[src/tdc_pkg.sv]
// Shared constants and types for the dual 8-bit timer control block
package tdc_pkg;

  // Register byte addresses
  localparam logic [15:0] TDC_ADDR_PORT3_DIR = 16'hff23;
  localparam logic [15:0] TDC_ADDR_PORT9_DIR = 16'hff29;
  localparam logic [15:0] TDC_ADDR_MODE_A = 16'hff70;
  localparam logic [15:0] TDC_ADDR_CLKSEL_A = 16'hff71;
  localparam logic [15:0] TDC_ADDR_MODE_B = 16'hff74;
  localparam logic [15:0] TDC_ADDR_CLKSEL_B = 16'hff75;
  localparam logic [15:0] TDC_ADDR_COUNT_A = 16'hff80;
  localparam logic [15:0] TDC_ADDR_COUNT_B = 16'hff81;
  localparam logic [15:0] TDC_ADDR_COMPARE_A = 16'hff82;
  localparam logic [15:0] TDC_ADDR_COMPARE_B = 16'hff83;

  // Reset values
  localparam logic [7:0] TDC_RST_MODE = 8'h00;
  localparam logic [2:0] TDC_RST_CLKSEL = 3'h0;
  localparam logic [7:0] TDC_RST_COMPARE = 8'h00;
  localparam logic [7:0] TDC_RST_COUNT = 8'h00;
  localparam logic [7:0] TDC_RST_PORT9_DIR = 8'hff;
  localparam logic [3:0] TDC_RST_PORT3_DIR_HI = 4'hf;
  localparam logic [3:0] TDC_PORT3_DIR_LO_FIXED = 4'hf;
  localparam logic [7:0] TDC_READ_UNMAPPED = 8'h00;

  // Mode control field positions
  localparam int TDC_MODE_RUN = 7;
  localparam int TDC_MODE_PWM = 6;
  localparam int TDC_MODE_CASCADE = 4;
  localparam int TDC_MODE_FF_SET = 3;
  localparam int TDC_MODE_FF_RESET = 2;
  localparam int TDC_MODE_INV = 1;
  localparam int TDC_MODE_OUT_EN = 0;

  // Timer pins inside the two ports
  localparam int TDC_PORT3_TIMER_PIN = 4;
  localparam int TDC_PORT9_TIMER_PIN = 1;

  // Clock select codes
  localparam logic [2:0] TDC_SEL_EXT_FALL = 3'h0;
  localparam logic [2:0] TDC_SEL_EXT_RISE = 3'h1;

  // Divider exponents per select code, index 0 and 1 unused (external)
  localparam logic [7:0][3:0] TDC_DIV_TAB_A = {4'hb, 4'h9, 4'h8, 4'h7, 4'h5, 4'h3, 4'h0, 4'h0};
  localparam logic [7:0][3:0] TDC_DIV_TAB_B = {4'hc, 4'ha, 4'h8, 4'h7, 4'h6, 4'h4, 4'h0, 4'h0};
  localparam int TDC_PRESCALE_W = 12;
  localparam logic [TDC_PRESCALE_W-1:0] TDC_PRESCALE_ONE = 12'h001;

  localparam logic [7:0] TDC_COUNT_MAX = 8'hff;
  localparam logic [7:0] TDC_COUNT_ZERO = 8'h00;

  // Stored mode control fields
  typedef struct packed {
    logic run;
    logic pwm;
    logic cascade;
    logic inv;
    logic outEn;
  } tdc_mode_s;

  // Processor access: byte write, single-bit write or read
  typedef struct packed {
    logic wr;
    logic bitWr;
    logic rd;
    logic [15:0] addr;
    logic [2:0] bitIdx;
    logic bitVal;
    logic [7:0] wdata;
  } tdc_cpu_req_s;

endpackage

[src/tdc_clk_sel.sv]
// Count-clock selector: prescaler taps and synchronised external edge
`timescale 1ns/10ps
`default_nettype none
module tdc_clk_sel
  import tdc_pkg::*;
#(
  parameter logic [7:0][3:0] DIV_TAB = TDC_DIV_TAB_A
) (
  // Clock and reset
  input wire logic mclk,
  input wire logic nrst,
  // Control
  input wire logic [2:0] sel,
  // Event pin
  input wire logic eventPin,
  // Count tick
  output logic tick,
  output logic extSel
);

  logic [TDC_PRESCALE_W-1:0] pre_r;
  logic [TDC_PRESCALE_W-1:0] tapMask;
  logic [3:0] divExp;
  logic syncA_r;
  logic syncB_r;
  logic prev_r;
  logic edgeHit;
  logic tapHit;
  logic tick_r;

  assign divExp = DIV_TAB[sel];
  // At exponent 12 the shift wraps to zero and the mask becomes all ones
  assign tapMask = (TDC_PRESCALE_ONE << divExp) - TDC_PRESCALE_ONE;
  assign tapHit = (pre_r & tapMask) == tapMask;
  assign extSel = (sel == TDC_SEL_EXT_FALL) || (sel == TDC_SEL_EXT_RISE);
  assign edgeHit = (sel == TDC_SEL_EXT_FALL) ? (prev_r & ~syncB_r) : (~prev_r & syncB_r);
  assign tick = tick_r;

  always_ff @(posedge mclk or negedge nrst) begin
    if (!nrst) begin
      pre_r <= '0;
      syncA_r <= 1'b0;
      syncB_r <= 1'b0;
      prev_r <= 1'b0;
      tick_r <= 1'b0;
    end else begin
      pre_r <= pre_r + TDC_PRESCALE_ONE;
      syncA_r <= eventPin;
      syncB_r <= syncA_r;
      prev_r <= syncB_r;
      tick_r <= extSel ? edgeHit : tapHit;
    end
  end

endmodule
`default_nettype wire

[src/tdc_channel.sv]
// One 8-bit counter with compare match and output flip-flop
`timescale 1ns/10ps
`default_nettype none
module tdc_channel
  import tdc_pkg::*;
(
  // Clock and reset
  input wire logic mclk,
  input wire logic nrst,
  // Control
  input wire tdc_mode_s ctrl,
  input wire logic cntEn,
  input wire logic matchHit,
  input wire logic ffSetStb,
  input wire logic ffRstStb,
  input wire logic [7:0] compare,
  // Status
  output logic [7:0] count,
  output logic eqCmp,
  output logic atMax,
  output logic timerOut,
  output logic matchIrq
);

  logic [7:0] count_r;
  logic [7:0] count_nxt;
  logic ff_r;
  logic ff_nxt;
  logic pwmLvl_r;
  logic out_r;
  logic irq_r;
  logic hit;

  assign eqCmp = count_r == compare;
  assign atMax = count_r == TDC_COUNT_MAX;
  assign hit = ctrl.run & cntEn & matchHit;
  assign count = count_r;
  assign timerOut = out_r;
  assign matchIrq = irq_r;

  always_comb begin
    if (!ctrl.run) begin
      count_nxt = TDC_COUNT_ZERO;
    end else if (!cntEn) begin
      count_nxt = count_r;
    end else if (matchHit && !ctrl.pwm) begin
      count_nxt = TDC_COUNT_ZERO;
    end else begin
      count_nxt = count_r + 8'h01;
    end
  end

  // Software strobes win over a toggle in the same cycle
  always_comb begin
    if (ffSetStb) begin
      ff_nxt = 1'b1;
    end else if (ffRstStb) begin
      ff_nxt = 1'b0;
    end else if (hit && ctrl.inv && !ctrl.pwm) begin
      ff_nxt = ~ff_r;
    end else begin
      ff_nxt = ff_r;
    end
  end

  always_ff @(posedge mclk or negedge nrst) begin
    if (!nrst) begin
      count_r <= TDC_RST_COUNT;
      ff_r <= 1'b0;
      pwmLvl_r <= 1'b0;
      out_r <= 1'b0;
      irq_r <= 1'b0;
    end else begin
      count_r <= count_nxt;
      ff_r <= ff_nxt;
      pwmLvl_r <= ctrl.run & (count_r < compare);
      out_r <= ctrl.pwm ? (pwmLvl_r ^ ctrl.inv) : ff_r;
      irq_r <= hit;
    end
  end

endmodule
`default_nettype wire

[src/tdc_top.sv]
// Dual 8-bit timer/event counter control with registers and timer pins
// How it works
// - Counter B clock select resets to zero; 3-bit read/write field.
// - Codes 000 and 001 count falling or rising edges of B's pin.
// - No timer or PWM output while a counter uses its external pin.
// - Mode registers reset to zero, accept bit and byte writes.
// - Mode bit 0 enables timer output; zero leaves port mode.
// - Mode bit 1 picks PWM active level or match inversion enable.
// - Set/reset pair: 00 no change, 01 clear, 10 set flip-flop.
// - Set and reset bits are strobes and always read zero.
// - Mode bit 6 picks clear-on-match or free-running PWM.
// - Mode bit 7 runs counter; zero stops and clears count.
// - Mode B bit 4 joins both counters into one 16-bit counter.
// - Direction bit 0 drives pin, 1 makes input; reset all ones.
// - Port 3 direction low four bits are fixed at one.
// - Clear mode match clears count, keeps counting, raises interrupt.
// - Compare registers are byte-written, full range, reset to zero.
// - Inversion outside PWM toggles output flip-flop on every match.
`timescale 1ns/10ps
`default_nettype none
module tdc_top
  import tdc_pkg::*;
(
  // Clock and reset
  input wire logic mclk,
  input wire logic nrst,
  // Processor register access
  input wire tdc_cpu_req_s cpuReq,
  output logic [7:0] cpuRdata,
  // Port output latches for the shared timer pins
  input wire logic port3Pin4Latch,
  input wire logic port9Pin1Latch,
  // Shared pin of counter A
  input wire logic counterAEventIn,
  output logic port3Pin4Out,
  output logic port3Pin4Oe,
  // Shared pin of counter B
  input wire logic counterBEventIn,
  output logic port9Pin1Out,
  output logic port9Pin1Oe,
  // Direction registers for the rest of both ports
  output logic [7:0] port3Dir,
  output logic [7:0] port9Dir,
  // Match interrupts
  output logic counterAMatchIrq,
  output logic counterBMatchIrq
);

  // Bit write folds into a byte update; byte write replaces the whole value
  function automatic logic [7:0] mergeWr(input logic [7:0] cur, input tdc_cpu_req_s req);
    logic [7:0] res;
    res = cur;
    if (req.wr) begin
      res = req.wdata;
    end else if (req.bitWr) begin
      res[req.bitIdx] = req.bitVal;
    end
    return res;
  endfunction

  function automatic tdc_mode_s toMode(input logic [7:0] v, input logic allowCascade);
    tdc_mode_s m;
    m.run = v[TDC_MODE_RUN];
    m.pwm = v[TDC_MODE_PWM];
    m.cascade = v[TDC_MODE_CASCADE] & allowCascade;
    m.inv = v[TDC_MODE_INV];
    m.outEn = v[TDC_MODE_OUT_EN];
    return m;
  endfunction

  function automatic logic [7:0] fromMode(input tdc_mode_s m);
    logic [7:0] v;
    v = 8'h00;
    v[TDC_MODE_RUN] = m.run;
    v[TDC_MODE_PWM] = m.pwm;
    v[TDC_MODE_CASCADE] = m.cascade;
    v[TDC_MODE_INV] = m.inv;
    v[TDC_MODE_OUT_EN] = m.outEn;
    return v;
  endfunction

  // Registers
  tdc_mode_s modeA_r;
  tdc_mode_s modeB_r;
  logic [2:0] clkSelA_r;
  logic [2:0] clkSelB_r;
  logic [7:0] compareA_r;
  logic [7:0] compareB_r;
  logic [7:4] port3DirHi_r;
  logic [7:0] port9Dir_r;
  logic [7:0] cpuRdata_r;
  logic port3Pin4Out_r;
  logic port3Pin4Oe_r;
  logic port9Pin1Out_r;
  logic port9Pin1Oe_r;

  // Decode
  logic anyWr;
  logic hitModeA;
  logic hitModeB;
  logic hitClkA;
  logic hitClkB;
  logic hitCmpA;
  logic hitCmpB;
  logic hitDir3;
  logic hitDir9;
  logic [7:0] modeAByte;
  logic [7:0] modeBByte;
  logic [7:0] port3DirByte;
  logic [7:0] wrModeA;
  logic [7:0] wrModeB;
  logic [7:0] wrClkA;
  logic [7:0] wrClkB;
  logic [7:0] wrDir3;
  logic [7:0] wrDir9;
  logic [7:0] readMux;
  logic setStbA;
  logic rstStbA;
  logic setStbB;
  logic rstStbB;

  // Counter datapath
  logic tickA;
  logic tickB;
  logic extA;
  logic extB;
  logic [7:0] countA;
  logic [7:0] countB;
  logic eqA;
  logic eqB;
  logic maxA;
  logic maxB;
  logic outA;
  logic outB;
  logic cascade;
  logic match16;
  logic matchA;
  logic matchB;
  logic cntEnB;
  tdc_mode_s modeBEff;
  logic driveA;
  logic driveB;

  assign anyWr = cpuReq.wr | cpuReq.bitWr;
  assign hitModeA = cpuReq.addr == TDC_ADDR_MODE_A;
  assign hitModeB = cpuReq.addr == TDC_ADDR_MODE_B;
  assign hitClkA = cpuReq.addr == TDC_ADDR_CLKSEL_A;
  assign hitClkB = cpuReq.addr == TDC_ADDR_CLKSEL_B;
  assign hitCmpA = cpuReq.addr == TDC_ADDR_COMPARE_A;
  assign hitCmpB = cpuReq.addr == TDC_ADDR_COMPARE_B;
  assign hitDir3 = cpuReq.addr == TDC_ADDR_PORT3_DIR;
  assign hitDir9 = cpuReq.addr == TDC_ADDR_PORT9_DIR;

  // Strobe bits are never stored, so they read back as zero
  assign modeAByte = fromMode(modeA_r);
  assign modeBByte = fromMode(modeB_r);
  assign port3DirByte = {port3DirHi_r, TDC_PORT3_DIR_LO_FIXED};

  assign wrModeA = mergeWr(modeAByte, cpuReq);
  assign wrModeB = mergeWr(modeBByte, cpuReq);
  assign wrClkA = mergeWr({5'h00, clkSelA_r}, cpuReq);
  assign wrClkB = mergeWr({5'h00, clkSelB_r}, cpuReq);
  assign wrDir3 = mergeWr(port3DirByte, cpuReq);
  assign wrDir9 = mergeWr(port9Dir_r, cpuReq);

  // Code 11 is prohibited and gives neither strobe
  assign setStbA = hitModeA & anyWr & wrModeA[TDC_MODE_FF_SET] & ~wrModeA[TDC_MODE_FF_RESET];
  assign rstStbA = hitModeA & anyWr & wrModeA[TDC_MODE_FF_RESET] & ~wrModeA[TDC_MODE_FF_SET];
  assign setStbB = hitModeB & anyWr & wrModeB[TDC_MODE_FF_SET] & ~wrModeB[TDC_MODE_FF_RESET];
  assign rstStbB = hitModeB & anyWr & wrModeB[TDC_MODE_FF_RESET] & ~wrModeB[TDC_MODE_FF_SET];

  assign readMux = hitModeA ? modeAByte :
                   hitModeB ? modeBByte :
                   hitClkA ? {5'h00, clkSelA_r} :
                   hitClkB ? {5'h00, clkSelB_r} :
                   hitCmpA ? compareA_r :
                   hitCmpB ? compareB_r :
                   hitDir3 ? port3DirByte :
                   hitDir9 ? port9Dir_r :
                   cpuReq.addr == TDC_ADDR_COUNT_A ? countA :
                   cpuReq.addr == TDC_ADDR_COUNT_B ? countB :
                   TDC_READ_UNMAPPED;

  // Cascade: A wraps freely, B steps on A's carry, both clear on the 16-bit match
  assign cascade = modeB_r.cascade;
  assign match16 = eqA & eqB;
  assign matchA = cascade ? match16 : eqA;
  assign matchB = cascade ? match16 : eqB;
  assign cntEnB = cascade ? (tickA & (maxA | match16)) : tickB;
  // Stopping A also stops and clears the joined upper byte
  assign modeBEff = cascade ? tdc_mode_s'{run: modeA_r.run, pwm: 1'b0, cascade: 1'b1, inv: modeB_r.inv,
                                outEn: modeB_r.outEn} : modeB_r;

  // Timer drive only with output enabled and an internal count clock
  assign driveA = modeA_r.outEn & ~extA;
  assign driveB = modeB_r.outEn & ~extB & ~(cascade & extA);

  tdc_clk_sel #(
    .DIV_TAB(TDC_DIV_TAB_A)
  ) uClkA (
    .mclk(mclk),
    .nrst(nrst),
    .sel(clkSelA_r),
    .eventPin(counterAEventIn),
    .tick(tickA),
    .extSel(extA)
  );

  tdc_clk_sel #(
    .DIV_TAB(TDC_DIV_TAB_B)
  ) uClkB (
    .mclk(mclk),
    .nrst(nrst),
    .sel(clkSelB_r),
    .eventPin(counterBEventIn),
    .tick(tickB),
    .extSel(extB)
  );

  tdc_channel uChanA (
    .mclk(mclk),
    .nrst(nrst),
    .ctrl(modeA_r),
    .cntEn(tickA),
    .matchHit(matchA),
    .ffSetStb(setStbA),
    .ffRstStb(rstStbA),
    .compare(compareA_r),
    .count(countA),
    .eqCmp(eqA),
    .atMax(maxA),
    .timerOut(outA),
    .matchIrq(counterAMatchIrq)
  );

  tdc_channel uChanB (
    .mclk(mclk),
    .nrst(nrst),
    .ctrl(modeBEff),
    .cntEn(cntEnB),
    .matchHit(matchB),
    .ffSetStb(setStbB),
    .ffRstStb(rstStbB),
    .compare(compareB_r),
    .count(countB),
    .eqCmp(eqB),
    .atMax(maxB),
    .timerOut(outB),
    .matchIrq(counterBMatchIrq)
  );

  // Mode and clock select registers
  always_ff @(posedge mclk or negedge nrst) begin
    if (!nrst) begin
      modeA_r <= toMode(TDC_RST_MODE, 1'b0);
      modeB_r <= toMode(TDC_RST_MODE, 1'b1);
      clkSelA_r <= TDC_RST_CLKSEL;
      clkSelB_r <= TDC_RST_CLKSEL;
    end else begin
      if (hitModeA && anyWr) begin
        modeA_r <= toMode(wrModeA, 1'b0);
      end
      if (hitModeB && anyWr) begin
        modeB_r <= toMode(wrModeB, 1'b1);
      end
      if (hitClkA && anyWr) begin
        clkSelA_r <= wrClkA[2:0];
      end
      if (hitClkB && anyWr) begin
        clkSelB_r <= wrClkB[2:0];
      end
    end
  end

  // Compare registers take byte writes only
  always_ff @(posedge mclk or negedge nrst) begin
    if (!nrst) begin
      compareA_r <= TDC_RST_COMPARE;
      compareB_r <= TDC_RST_COMPARE;
    end else begin
      if (hitCmpA && cpuReq.wr) begin
        compareA_r <= cpuReq.wdata;
      end
      if (hitCmpB && cpuReq.wr) begin
        compareB_r <= cpuReq.wdata;
      end
    end
  end

  // Direction registers
  always_ff @(posedge mclk or negedge nrst) begin
    if (!nrst) begin
      port3DirHi_r <= TDC_RST_PORT3_DIR_HI;
      port9Dir_r <= TDC_RST_PORT9_DIR;
    end else begin
      if (hitDir3 && anyWr) begin
        port3DirHi_r <= wrDir3[7:4];
      end
      if (hitDir9 && anyWr) begin
        port9Dir_r <= wrDir9;
      end
    end
  end

  // Read data and pin drive; the latch must be zero for the timer level to show
  always_ff @(posedge mclk or negedge nrst) begin
    if (!nrst) begin
      cpuRdata_r <= TDC_READ_UNMAPPED;
      port3Pin4Out_r <= 1'b0;
      port3Pin4Oe_r <= 1'b0;
      port9Pin1Out_r <= 1'b0;
      port9Pin1Oe_r <= 1'b0;
    end else begin
      if (cpuReq.rd) begin
        cpuRdata_r <= readMux;
      end
      port3Pin4Out_r <= port3Pin4Latch | (driveA & outA);
      port3Pin4Oe_r <= ~port3DirHi_r[TDC_PORT3_TIMER_PIN];
      port9Pin1Out_r <= port9Pin1Latch | (driveB & outB);
      port9Pin1Oe_r <= ~port9Dir_r[TDC_PORT9_TIMER_PIN];
    end
  end

  assign cpuRdata = cpuRdata_r;
  assign port3Pin4Out = port3Pin4Out_r;
  assign port3Pin4Oe = port3Pin4Oe_r;
  assign port9Pin1Out = port9Pin1Out_r;
  assign port9Pin1Oe = port9Pin1Oe_r;
  assign port3Dir = port3DirByte;
  assign port9Dir = port9Dir_r;

endmodule
`default_nettype wire

[config.mk]
export PLATFORM = sky130hd
export DESIGN_NAME = tdc_top
export DESIGN_NICKNAME = d
export VERILOG_FILES = /design/src/tdc_pkg.sv /design/src/tdc_clk_sel.sv /design/src/tdc_channel.sv /design/src/tdc_top.sv
export SDC_FILE = /design/constraint.sdc
export NUM_CORES = 1
export LEC_CHECK = 0
export BUFFER_PORTS_ARGS = -buffer_cell sky130_fd_sc_hd__buf_4
export CORE_MARGIN = 2
export CORE_UTILIZATION = 50
export DETAILED_ROUTE_END_ITERATION = 10
export PLACE_DENSITY_LB_ADDON = 0.15
export SLEW_MARGIN = 5
export SYNTH_ARGS = -nofsm -noshare
export SYNTH_HDL_FRONTEND = slang
export SYNTH_HIERARCHICAL = 1
export SYNTH_SLANG_ARGS = --single-unit
[constraint.sdc]
create_clock -name mclk -period 5.9 [get_ports mclk]
set_clock_uncertainty 0.05 [all_clocks]
set_input_delay 0.885 -clock mclk [delete_from_list [all_inputs] [get_ports mclk]]
set_output_delay 0.885 -clock mclk [all_outputs]
set_load 0.03 [all_outputs]
==> summary.txt <==
Global route
  – Total global routing overflow: 0
  – Pin count of the biggest net entering global routing: 65
  – First-pass GRT wire length: roughly 31 mm
  – GR Util All Layers: a little over a quarter
  – Vias in the first global route: roughly 5800
  – Initial antenna violation count: 0

Yosys
  – Syn_area_per_cell: between 9 and 10 um2
  – Ys Warns: 6
  – Syn Inst Count: 737
  – Synthesized cell area: around 7000 um2

Drt
  – DR pass1 iterations: 8
  – Via Count: ~6000
  – Remaining antenna violation count: 0
  – 1st-iter DRT viols: roughly 530
  – Vias per inst: 6.134
  – DR WL/cell: around 20 um
  – Final wirelength: 19.42 mm
  – DRC Markers: 0

Setup path
  – Setup Crit Path Kind: reg -> reg
  – Most frequent CP cell: ha_1
  – Crit-path slowest cell: dfrtp_1
  – Worst-case reg-to-reg path depth: 10
  – Crit-path cells: inv_1 -> ha_1 -> nor2b_1 -> nand4_1 -> o31a_2 -> ha_1 -> a2111oi_0 -> a31oi_1 -> o21bai_1 -> o41ai_2
  – Family with the most delay on the worst path: compound AO/OA/AOI/OAI gates
  – Crit path DAT: 3.16 ns
  – CP peak stage delay: slightly above 0.7 ns
  – WP depth: 10
  – Worst path required time: roughly 6.1 ns
  – CP max FO: 16
  – Buf/Inv on CP: 1
  – Setup crit start kind: flip-flop
  – CP Capture Type: flip-flop

Hold path
  – Hold WC Path Type: reg -> reg
  – Min-Delay Path Depth: 0

STA
  – Fmax: between 300 and 400 MHz
  – Setup violations, final: 0
  – Tcrit/Tclk final: between 50% and 60%
  – Worst-Margin Slew: approximately 1.0 ns
  – Setup tns final: 0 ns
  – Min Clock Period, post-route: 2.985 ns
  – Endpoints failing hold: 0
  – Final worst slack: a little under 3 ns
  – Relative slew margins: between 30 and 40%
  – Max Slew Vio Count: 0
  – Unrepaired setup endpoints after global routing: false

Floorplan
  – CORE AREA: ~14000 um2
  – Starting Density: 50.63%
  – I/O pin total: between 60 and 70
  – Die outline width: 122.1 um
  – Die height: between 100 and 150 um
  – # rows: 43
  – Die area: between 10000 and 15000 um2

Place
  – HPWL after DPL: approximately 15 mm
  – Dpl cells: about 950
  – PortBufs: between 60 and 70
  – Placer Congestion: around 0.9
  – Placed instance area: around 7500 um2
  – Placement Setup Slack: ~2.9 ns

Cells and area
  – Post-route cell area: ~7900 um2
  – Core Util, Final: between 50% and 60%
  – Area of the multi-input gates: between 3000 and 4000 um2
  – # diodes: 0
  – Area Growth Syn to Fin: 13.33%
  – Seq. cell area: roughly 2800 um2
  – Filler instances: 1266
  – Final Net Count: roughly 860
  – Commonest non-fill, non-tap cell in the layout: dfrtp_1
  – Fin cells: 970
  – Layout cells sized above 1: a little over a fifth
  – Most frequent cells in the layout: dfrtp_1, nor2_1, buf_4

Clocking
  – H-tree Lvls: 3
  – TritonCTS Sinks: between 100 and 150
  – CTS Buffer Depth: 2
  – # resized after CTS: 0
  – Clock root cell: clkbuf_16
  – Cts bufs inserted: 9
  – Post-CTS Setup Inserts: 0
  – Clock transition at path regs: around 0.080 ns
  – CTS tree: yes
  – Clk Latency, worst-skew pair: roughly 0.36 ns
  – Hold buffer count at CTS: 0

Power
  – IR drop worst, VDD: 0.0001439 V
  – Leak: between 3 and 4 nW
  – Pwr dens: slightly above 200 nW/um2

Run
  – Max-cap violation count: 0

Outcome
  – Status: complete, no violations
==> flip-flops by register name (all words and copies together), names as in the netlist, 3 cells and up <==
name	count
uClkA/pre_r	12
clkSelA_r	3
cpuRdata	8
compareB_r	8
uClkB/pre_r	12
uChanA/count	8
uChanB/count	8
port9Dir	8
compareA_r	8
modeAByte	4
modeBByte	4
clkSelB_r	3
port3DirHi_r	4
==> path summary, 6_finish.rpt <==
path / start / to / slack [ns]
worst max-delay path: clkSelB_r[0] / uClkB/tick / 2.92
worst min-delay path: uClkB/syncA_r / uClkB/syncB_r / 0.30
worst max register to register: clkSelB_r[0] / uClkB/tick / 2.92
worst min register to register: uClkB/syncA_r / uClkB/syncB_r / 0.30
max in group asynchronous: nrst / modeBByte[7] / 4.05
min in group asynchronous: nrst / uClkA/prev_r / 0.57
==> per-stage QoR <==
step | hold WS (ns) | power, mW
after floorplan | 0.2812 | 0.8350
after global placement | 0.2829 | 0.8922
after detailed placement | 0.2879 | 0.8932
after CTS | 0.3015 | 1.653
after global routing | 0.3178 | 1.694
final | 0.2982 | 1.640
==> per-layer routing <==
layer / vias to the layer above / track usage (%) / part of all wire (%)
met4: 0 / 11.57 / 3.2
met5: - / 0 / 0
met1: 2901 / 35.09 / 43
met3: 47 / 7.022 / 7.0
met2: 246 / 43.37 / 47
li1: 2756 / - / -
==> final cells by class <==
cell class	count	area share, %
clock buffer	9	2.850
clock inverter	7	1.805
inverter	44	2.090
multi-input combinational	554	48.89
sequential	111	35.34
tap	180	2.850
timing repair buffer	65	6.175
==> power breakdown <==
part	switching, mW	internal [mW]
sequential	0.00330	0.765
clock	0.300	0.460
combinational	0.0752	0.0353
total	0.379	1.26
(Power assumes the default switching activity.)
